[src/panel_led_defs.vh]
// Constants for the front-panel indicator block
`ifndef PANEL_LED_DEFS_VH
`define PANEL_LED_DEFS_VH
// Register byte offsets
`define REG_CTRL        12'h000
`define REG_STATUS      12'h004
`define REG_IRQ_STAT    12'h008
`define REG_IRQ_MASK    12'h00c
`define REG_PORT_FWD    12'h010
// Control register fields
`define CTRL_MODE_BIT   0
`define CTRL_READY_BIT  1
// Interrupt status fields
`define IRQ_MODE_BIT    0
`define IRQ_REMOVE_BIT  1
`define IRQ_FAULT_BIT   2
`define IRQ_SAFE_BIT    3
`define IRQ_WIDTH       4
// Reset values
`define CTRL_RESET      2'b00
`define IRQ_MASK_RESET  4'h0
// Timing, in the unit named
`define CLK_MHZ         200
`define DEBOUNCE_MS     10
`define BLINK_MS        100
`define SELFTEST_BLINK_MS 250
`define LAMP_TEST_MS    500
`define STP_HOLD_S      30
`define DEBOUNCE_CYC    (`DEBOUNCE_MS * 1000 * `CLK_MHZ)
`define BLINK_CYC       (`BLINK_MS * 1000 * `CLK_MHZ)
`define SELFTEST_CYC    (`SELFTEST_BLINK_MS * 1000 * `CLK_MHZ)
`define LAMP_TEST_CYC   (`LAMP_TEST_MS * 1000 * `CLK_MHZ)
`define STP_HOLD_CYC    (64'd`STP_HOLD_S * 64'd1000000 * `CLK_MHZ)
// Speed codes per port
`define SPD_10          2'b00
`define SPD_100         2'b01
`define SPD_1000        2'b10
`endif

[src/front_panel_led.v]
// Front-panel port, health and hot-swap indicator logic with APB registers
`timescale 1ns/100ps
`include "panel_led_defs.vh"
module front_panel_led #(
   parameter NPORT         = 26,
   parameter NGIG          = 2,
   parameter DEBOUNCE_CYC  = `DEBOUNCE_CYC,
   parameter BLINK_CYC     = `BLINK_CYC,
   parameter SELFTEST_CYC  = `SELFTEST_CYC,
   parameter LAMP_TEST_CYC = `LAMP_TEST_CYC,
   parameter STP_HOLD_CYC  = `STP_HOLD_CYC
) (
   // Clock, enable and reset
   input  wire               clk_sys_i,
   input  wire               ce_i,
   input  wire               srst_i,
   // APB slave
   input  wire               psel_i,
   input  wire               penable_i,
   input  wire               pwrite_i,
   input  wire [11:0]        paddr_i,
   input  wire [31:0]        pwdata_i,
   output reg  [31:0]        prdata_o,
   output reg                pready_o,
   output reg                pslverr_o,
   // Port status
   input  wire [NPORT-1:0]   link_up_i,
   input  wire [NPORT-1:0]   activity_i,
   input  wire [NPORT-1:0]   forwarding_i,
   input  wire [NPORT-1:0]   reconfig_i,
   input  wire [2*NPORT-1:0] speed_i,
   // Board state
   input  wire               button_i,
   input  wire               ejector_partial_i,
   input  wire               shutdown_done_i,
   input  wire               over_temp_i,
   input  wire               volt_fault_i,
   input  wire               mgmt_timeout_i,
   // Lamps, removal request and interrupt
   output reg  [NPORT-1:0]   port_green_o,
   output reg  [NPORT-1:0]   port_amber_o,
   output reg                health_green_o,
   output reg                health_amber_o,
   output reg                hotswap_blue_o,
   output reg                remove_req_o,
   output reg                irq_o
);
   localparam HS_ACTIVE = 2'd0;
   localparam HS_WAIT   = 2'd1;
   localparam HS_SAFE   = 2'd2;

   function speed_is;
      input [2*NPORT-1:0] spd;
      input integer       p;
      input [1:0]         code;
      begin
         speed_is = (spd[2*p +: 2] == code);
      end
   endfunction

   function [31:0] inc_wrap;
      input [31:0] v;
      input [31:0] lim;
      begin
         inc_wrap = (v >= lim - 32'd1) ? 32'd0 : v + 32'd1;
      end
   endfunction

   reg  [1:0]       ctrl;
   reg  [`IRQ_WIDTH-1:0] irq_stat;
   reg  [`IRQ_WIDTH-1:0] irq_mask;
   reg  [NPORT-1:0] fwd_force;
   reg              btn_s1;
   reg              btn_s2;
   reg              btn_db;
   reg  [31:0]      db_cnt;
   reg              mode_speed;
   reg  [31:0]      blink_cnt;
   reg              blink;
   reg  [31:0]      st_cnt;
   reg              st_blink;
   reg  [31:0]      lamp_cnt;
   reg              lamp_test;
   reg  [63:0]      hold_cnt [0:NPORT-1];
   reg  [NPORT-1:0] hold;
   reg  [1:0]       hs_state;
   reg              fault_q;
   reg  [NPORT-1:0] next_green;
   reg  [NPORT-1:0] next_amber;
   reg  [`IRQ_WIDTH-1:0] ev;
   reg  [`IRQ_WIDTH-1:0] next_irq_stat;
   wire             fault = over_temp_i | volt_fault_i | mgmt_timeout_i;
   wire             acc = psel_i & penable_i & ~pready_o;
   wire             rd_stat = acc & ~pwrite_i & (paddr_i == `REG_IRQ_STAT);
   wire             db_done = (db_cnt >= DEBOUNCE_CYC - 1);
   wire             db_press = db_done & (btn_s2 != btn_db) & btn_s2;
   integer          i;
   integer          j;

   // Button synchroniser and debounce; rising press toggles once
   always @(posedge clk_sys_i) begin
      if (srst_i) begin
         btn_s1     <= 1'b0;
         btn_s2     <= 1'b0;
         btn_db     <= 1'b0;
         db_cnt     <= 32'd0;
         mode_speed <= 1'b0;
      end else if (ce_i) begin
         btn_s1 <= button_i;
         btn_s2 <= btn_s1;
         if (btn_s2 == btn_db)
            db_cnt <= 32'd0;
         else if (!db_done)
            db_cnt <= db_cnt + 32'd1;
         else begin
            db_cnt <= 32'd0;
            btn_db <= btn_s2;
         end
         if (db_press)
            mode_speed <= ~mode_speed;
         else if (acc && pwrite_i && paddr_i == `REG_CTRL)
            mode_speed <= pwdata_i[`CTRL_MODE_BIT];
      end
   end

   // Blink timers, lamp test at power-on
   always @(posedge clk_sys_i) begin
      if (srst_i) begin
         blink_cnt <= 32'd0;
         blink     <= 1'b0;
         st_cnt    <= 32'd0;
         st_blink  <= 1'b0;
         lamp_cnt  <= 32'd0;
         lamp_test <= 1'b1;
      end else if (ce_i) begin
         blink_cnt <= inc_wrap(blink_cnt, BLINK_CYC);
         if (blink_cnt == BLINK_CYC - 1)
            blink <= ~blink;
         st_cnt <= inc_wrap(st_cnt, SELFTEST_CYC);
         if (st_cnt == SELFTEST_CYC - 1)
            st_blink <= ~st_blink;
         if (lamp_test) begin
            lamp_cnt <= lamp_cnt + 32'd1;
            if (lamp_cnt == LAMP_TEST_CYC - 1)
               lamp_test <= 1'b0;
         end
      end
   end

   // Amber hold after reconfiguration, bounded by the loop-check time
   always @(posedge clk_sys_i) begin
      for (i = 0; i < NPORT; i = i + 1) begin
         if (srst_i) begin
            hold_cnt[i] <= 64'd0;
            hold[i]     <= 1'b0;
         end else if (ce_i) begin
            if (reconfig_i[i]) begin
               hold_cnt[i] <= 64'd0;
               hold[i]     <= 1'b1;
            end else if (hold[i]) begin
               hold_cnt[i] <= hold_cnt[i] + 64'd1;
               if (hold_cnt[i] >= STP_HOLD_CYC - 1 || forwarding_i[i])
                  hold[i] <= 1'b0;
            end
         end
      end
   end

   // Port lamp colour per view
   always @* begin
      next_green = {NPORT{1'b0}};
      next_amber = {NPORT{1'b0}};
      for (j = 0; j < NPORT; j = j + 1) begin
         if (lamp_test) begin
            next_green[j] = blink;
         end else if (mode_speed) begin
            if (j >= NPORT - NGIG) begin
               next_green[j] = link_up_i[j] &
                  speed_is(speed_i, j, `SPD_100);
               next_amber[j] = link_up_i[j] &
                  speed_is(speed_i, j, `SPD_1000);
            end else begin
               next_green[j] = link_up_i[j] &
                  ~speed_is(speed_i, j, `SPD_10);
            end
         end else if (link_up_i[j]) begin
            if (!forwarding_i[j] || fwd_force[j] || hold[j])
               next_amber[j] = 1'b1;
            else if (activity_i[j])
               next_green[j] = blink;
            else
               next_green[j] = 1'b1;
         end
      end
   end

   // Interrupt events; a new event in the clearing read's cycle survives
   always @* begin
      ev = {`IRQ_WIDTH{1'b0}};
      ev[`IRQ_MODE_BIT]   = db_press;
      ev[`IRQ_REMOVE_BIT] = (hs_state == HS_ACTIVE) & ejector_partial_i;
      ev[`IRQ_FAULT_BIT]  = fault & ~fault_q;
      ev[`IRQ_SAFE_BIT]   = (hs_state == HS_WAIT) & ejector_partial_i &
                            shutdown_done_i;
      next_irq_stat = (rd_stat ? {`IRQ_WIDTH{1'b0}} : irq_stat) | ev;
   end

   // Port lamps
   always @(posedge clk_sys_i) begin
      if (srst_i) begin
         port_green_o <= {NPORT{1'b0}};
         port_amber_o <= {NPORT{1'b0}};
      end else if (ce_i) begin
         port_green_o <= next_green;
         port_amber_o <= next_amber;
      end
   end

   // Health lamp; a fault overrides the self-test blink
   always @(posedge clk_sys_i) begin
      if (srst_i) begin
         health_green_o <= 1'b0;
         health_amber_o <= 1'b0;
         fault_q        <= 1'b0;
      end else if (ce_i) begin
         fault_q <= fault;
         if (lamp_test) begin
            health_green_o <= blink;
            health_amber_o <= 1'b0;
         end else if (fault) begin
            health_green_o <= 1'b0;
            health_amber_o <= 1'b1;
         end else begin
            health_green_o <= ctrl[`CTRL_READY_BIT] | st_blink;
            health_amber_o <= 1'b0;
         end
      end
   end

   // Hot-swap sequence
   always @(posedge clk_sys_i) begin
      if (srst_i) begin
         hotswap_blue_o <= 1'b0;
         remove_req_o   <= 1'b0;
         hs_state       <= HS_ACTIVE;
      end else if (ce_i) begin
         case (hs_state)
            HS_ACTIVE: begin
               if (ejector_partial_i) begin
                  hs_state     <= HS_WAIT;
                  remove_req_o <= 1'b1;
               end
            end
            HS_WAIT: begin
               if (!ejector_partial_i) begin
                  hs_state     <= HS_ACTIVE;
                  remove_req_o <= 1'b0;
               end else if (shutdown_done_i)
                  hs_state <= HS_SAFE;
            end
            HS_SAFE: begin
               if (!ejector_partial_i) begin
                  hs_state     <= HS_ACTIVE;
                  remove_req_o <= 1'b0;
               end
            end
            default: hs_state <= HS_ACTIVE;
         endcase
         hotswap_blue_o <= lamp_test ? blink :
                           (hs_state == HS_SAFE);
      end
   end

   // Sticky interrupt status and level output
   always @(posedge clk_sys_i) begin
      if (srst_i) begin
         irq_stat <= {`IRQ_WIDTH{1'b0}};
         irq_o    <= 1'b0;
      end else if (ce_i) begin
         irq_stat <= next_irq_stat;
         irq_o    <= |(next_irq_stat & irq_mask);
      end
   end

   // APB slave: one wait state, unmapped reads zero with an error
   always @(posedge clk_sys_i) begin
      if (srst_i) begin
         ctrl      <= `CTRL_RESET;
         irq_mask  <= `IRQ_MASK_RESET;
         fwd_force <= {NPORT{1'b0}};
         prdata_o  <= 32'h00000000;
         pready_o  <= 1'b0;
         pslverr_o <= 1'b0;
      end else if (ce_i) begin
         pready_o  <= acc;
         pslverr_o <= 1'b0;
         prdata_o  <= 32'h00000000;
         if (acc) begin
            case (paddr_i)
               `REG_CTRL: begin
                  if (pwrite_i)
                     ctrl <= pwdata_i[1:0];
                  prdata_o <= {30'h0, ctrl[`CTRL_READY_BIT], mode_speed};
               end
               `REG_STATUS:
                  prdata_o <= {25'h0, hs_state, fault, lamp_test,
                               remove_req_o, hotswap_blue_o, mode_speed};
               `REG_IRQ_STAT:
                  prdata_o <= {28'h0, irq_stat};
               `REG_IRQ_MASK: begin
                  if (pwrite_i)
                     irq_mask <= pwdata_i[`IRQ_WIDTH-1:0];
                  prdata_o <= {28'h0, irq_mask};
               end
               `REG_PORT_FWD: begin
                  if (pwrite_i)
                     fwd_force <= pwdata_i[NPORT-1:0];
                  prdata_o <= {{(32-NPORT){1'b0}}, fwd_force};
               end
               default:
                  pslverr_o <= 1'b1;
            endcase
         end
      end
   end
endmodule // front_panel_led

[config.mk]
export PLATFORM = sky130hd
export DESIGN_NAME = front_panel_led
export DESIGN_NICKNAME = d
export VERILOG_FILES = /design/src/front_panel_led.v
export VERILOG_INCLUDE_DIRS = /design/src
export SDC_FILE = /design/constraint.sdc
export NUM_CORES = 2
export LEC_CHECK = 0
export ABC_CLOCK_PERIOD_IN_PS = 3990
export BUFFER_PORTS_ARGS = -buffer_cell sky130_fd_sc_hd__clkbuf_2
export CORE_ASPECT_RATIO = 1.5
export CORE_UTILIZATION = 40
export CTS_BUF_LIST = sky130_fd_sc_hd__clkbuf_8
export DETAILED_ROUTE_END_ITERATION = 6
export PLACE_DENSITY = 0.66
export SLEW_MARGIN = 20
export SYNTH_ARGS = -nofsm -noshare
export SYNTH_HDL_FRONTEND = slang
export SYNTH_SLANG_ARGS = --single-unit
[constraint.sdc]
create_clock -name clk_sys_i -period 3.99 [get_ports clk_sys_i]
set_input_delay 0.798 -clock clk_sys_i [delete_from_list [all_inputs] [get_ports clk_sys_i]]
set_output_delay 0.798 -clock clk_sys_i [all_outputs]
set_load 0.05 [all_outputs]
==> results.md <==
- Layout overhead on the synthesized area: 11.59%
- First-pass detailed-route iteration total: 6
- Fmax: 325.2 MHz
- Lkg Pwr: 37.56 nW
- End of the critical path: hold_cnt[1][57]
- Avg Cell Area, Syn: 9.728 um^2
- Total global routing overflow: 0
- Number of buffer and inverter instances along the worst setup path: 0
- Slowest cell on the critical path: or3_1
- GRT Overall Usage: 18.63%
- Drt via density: 5.458
- Startpoint-to-endpoint class of the critical path: flop to flop
- Number of cells traversed by the worst register-to-register path: 6
- Global-route wire length before repair: 414400 um
- Synth Warn #: 0
- Final Core Density: 44.95%
- Number of gates given a new drive strength after cts: 0
- Count of final hold-check violations: 0
- Worst-margin pin slew: 1.016 ns
- RSZ-0062 raised after global routing: no
- Via total after detailed routing: 82308
- End of the worst register-to-register path: hold_cnt[1][57]
- Max rail drop VDD: 249.2 uV
- Post-detailed-routing wire length: 257600 um
- R2R Path Start: hold_cnt[1][26]
- Port bufs: 290
- Smallest hold slack: 0.09025 ns
- Die height: 633.7 um
- DRT iter0 DRCs: 5556
- TritonCTS clock tree: built
- Effective utilization at floorplan: 40.28%
- Largest fanout on the critical path: 23
- Max-slew headroom: 31.73%
- Required time reported for the critical path endpoint: 4.80 ns
- Area inside the core boundary: 264200 um^2
- Die area: 268200 um^2
- Period Utilization, post-route: 77.07%
- Number of gates on the worst path with buffers counted: 6
- Vias in the first global route: 79457
- Fraction of final layout cells sized beyond drive strength 1: 8.550%
- Antenna violations before repair: 39
- Clock Root Buffer: clkbuf_8
- Pin count of the biggest net entering global routing: 66
- Total number of clock tree sinks: 1948
- Max-Cap Viols: 0
- Worst Setup Start Kind: flop
- Final setup TNS: 0 ns
- Fin. max-slew vios: 0
- Maximum clock insertion buffer count: 4
- Width of the die: 423.2 um
- Synth Register Bits: 1948
- Cell variety after synth: 86
- Clock skew: 0.05124 ns
- Site row count: 231
- Delay of the slowest critical-path stage: 0.63 ns
- Cell type group with the largest total delay on the critical path: simple AND/OR/NAND/NOR gates
- Critical path capture point type: flop
- Arrival time worst endpoint: 3.89 ns
- Number of nets in the layout: 11553
- Average detailed-routed wire length per instance: 17.08 um
- Minimum clock period: 3.075 ns
- Routability Congestion: 0.8467
- Number of setup violations in the final report: 0
- Beginning of the worst hold path: pwdata_i[10]
- Cell-by-cell listing of the critical path: nand4_2, nor4_4, nand3_2, or3_1, or4_1, a21oi_1
- Synthesized cell area: 106400 um^2
- Status: finished clean
- Total CTS buffers: 333
- Post-Synthesis Cells: 10939
- Synth async-reset ratio: 0%
- Number of H-tree levels: 5
- Pwr/cell area: 373.5 nW/um^2
- Worst setup startpoint: hold_cnt[1][26]
- Worst min path class: primary input to flop
- Detail Placement HPWL: 173600 um
- Sequential share of the synthesized area: 52.30%
- CTS clk-pin slew, worst paths: 0.06 ns
- Detailed-route DRC error count: 0
- Count of boundary I/O pins: 303
- Number of synthesized flops with an enable pin: 1664
- Worst skew pair latency: 0.97 ns
- Minimum setup slack among reg-to-reg paths: 0.91 ns
- Most used DFF post-synth: edfxtp_1
- Routed Antenna Nets: 0
==> cells in the mapped netlist (62+ instances only) <==
cell	instances	area, um^2
edfxtp_1	1664	49970
xor2_1	695	6087
nor4_1	482	3015
xnor2_1	792	6937
and3_1	242	1514
clkbuf_1	370	1389
dfxtp_1	284	5685
a21oi_1	335	1677
nor3_1	378	1892
and4_1	136	1191
inv_1	280	1051
or3_1	199	1245
nand3_1	677	3388
nand2_1	839	3149
o21ai_0	293	1466
or4_1	63	473.0
nor2_1	1970	7395
and2_1	95	594.3
buf_1	62	232.7
nand4_1	474	2965
==> worst register-to-register path: cells and delay by family, from the launching register on <==
kind	cells	cell delay, ns
and+or+nand+nor	5	2.30
DFF	1	0.45
AOI/OAI and AO/OA	1	0.17
==> logic make-up after synthesis <==
kind of cell	share of synthesized area, %
simple gates	26.85
flops	52.30
xor+xnor	12.24
compound gates	5.130
buf+inv	2.621
mux	0.4574
fa+ha+maj	0.3997
other cells	0.003524
==> metal layers <==
| metal | vias to the layer above | part of all wire [%] | GRT usage, % |
|---|---|---|---|
| li1 | 40468 | - | - |
| met1 | 39493 | 42 | 23.07 |
| met2 | 1839 | 48 | 32.00 |
| met3 | 490 | 6.7 | 4.250 |
| met4 | 18 | 2.7 | 5.732 |
| met5 | - | 0.045 | 0 |
==> area by class of cell <==
type                    count  area, um^2
diodes                     17       42.54
clock buffers             368        5065
clock inverters           227        1214
fillers                 25397      145400
inverters                 283        1067
multi-input cells        8263       48120
flip-flops and latches   1948       55650
well taps                3495        4373
repair buffers            478        3219
==> power breakdown <==
group | internal (mW) | switching, mW | leakage (nW)
Sequential | 23.2 | 1.19 | 20.2
Combinational | 0.947 | 1.48 | 13.7
Clock | 9.05 | 8.53 | 3.61
==> metrics by stage <==
stage | std cells | area (um^2) | power, mW | setup slack (ns)
6_report | 15079 | 118800 | 44.35 | 0.9149
5_1_grt | 15069 | 118700 | 46.18 | 0.6909
4_1_cts | 15062 | 118700 | 44.99 | 0.9046
3_5_place_dp | 14451 | 112300 | 27.16 | 0.8605
3_3_place_gp | 14451 | 112300 | 27.13 | 0.8940
2_1_floorplan | 10944 | 106400 | 26.15 | 0.3076
==> layout by cell type, fill, tap and decap left out, types with 136 or more instances in the layout <==
cell,n
nor2_1,1967
edfxtp_1,1664
nand2_1,813
xnor2_1,792
xor2_1,695
nand3_1,676
nor4_1,480
nand4_1,474
inv_1,392
nor3_1,375
clkbuf_8,368
a21oi_1,335
o21ai_0,293
clkbuf_2,288
dfxtp_1,283
and3_1,242
or3_1,199
buf_4,148
and4_1,136
==> what timing repair did <==
action	4_1_cts	5_1_grt
hold endpoints to repair	16	0
hold buffers	16	0
buffers inserted	0	0
==> how the worst min path moves through the flow <==
stage	end	slack, ns	depth (start not counted)
detailed placement	db_cnt[31]	0.45	1
CTS	fwd_force[10]	0.002	3
finish	fwd_force[10]	0.09	3
floorplan	db_cnt[23]	0.43	1
global route	fwd_force[8]	0.03	3
global placement	prdata_o[6]	0.44	2
==> registers in the layout, summed over array words and instances, names as in the netlist, 2 cells and up <==
name,count
blink_cnt,32
db_cnt,32
fwd_force,26
hold,26
hold_cnt,1664
hs_state,2
irq_mask,4
irq_stat,4
lamp_cnt,32
port_amber_o,26
port_green_o,26
prdata_o,26
st_cnt,32
Note: power is estimated with default switching activity, not from simulation.
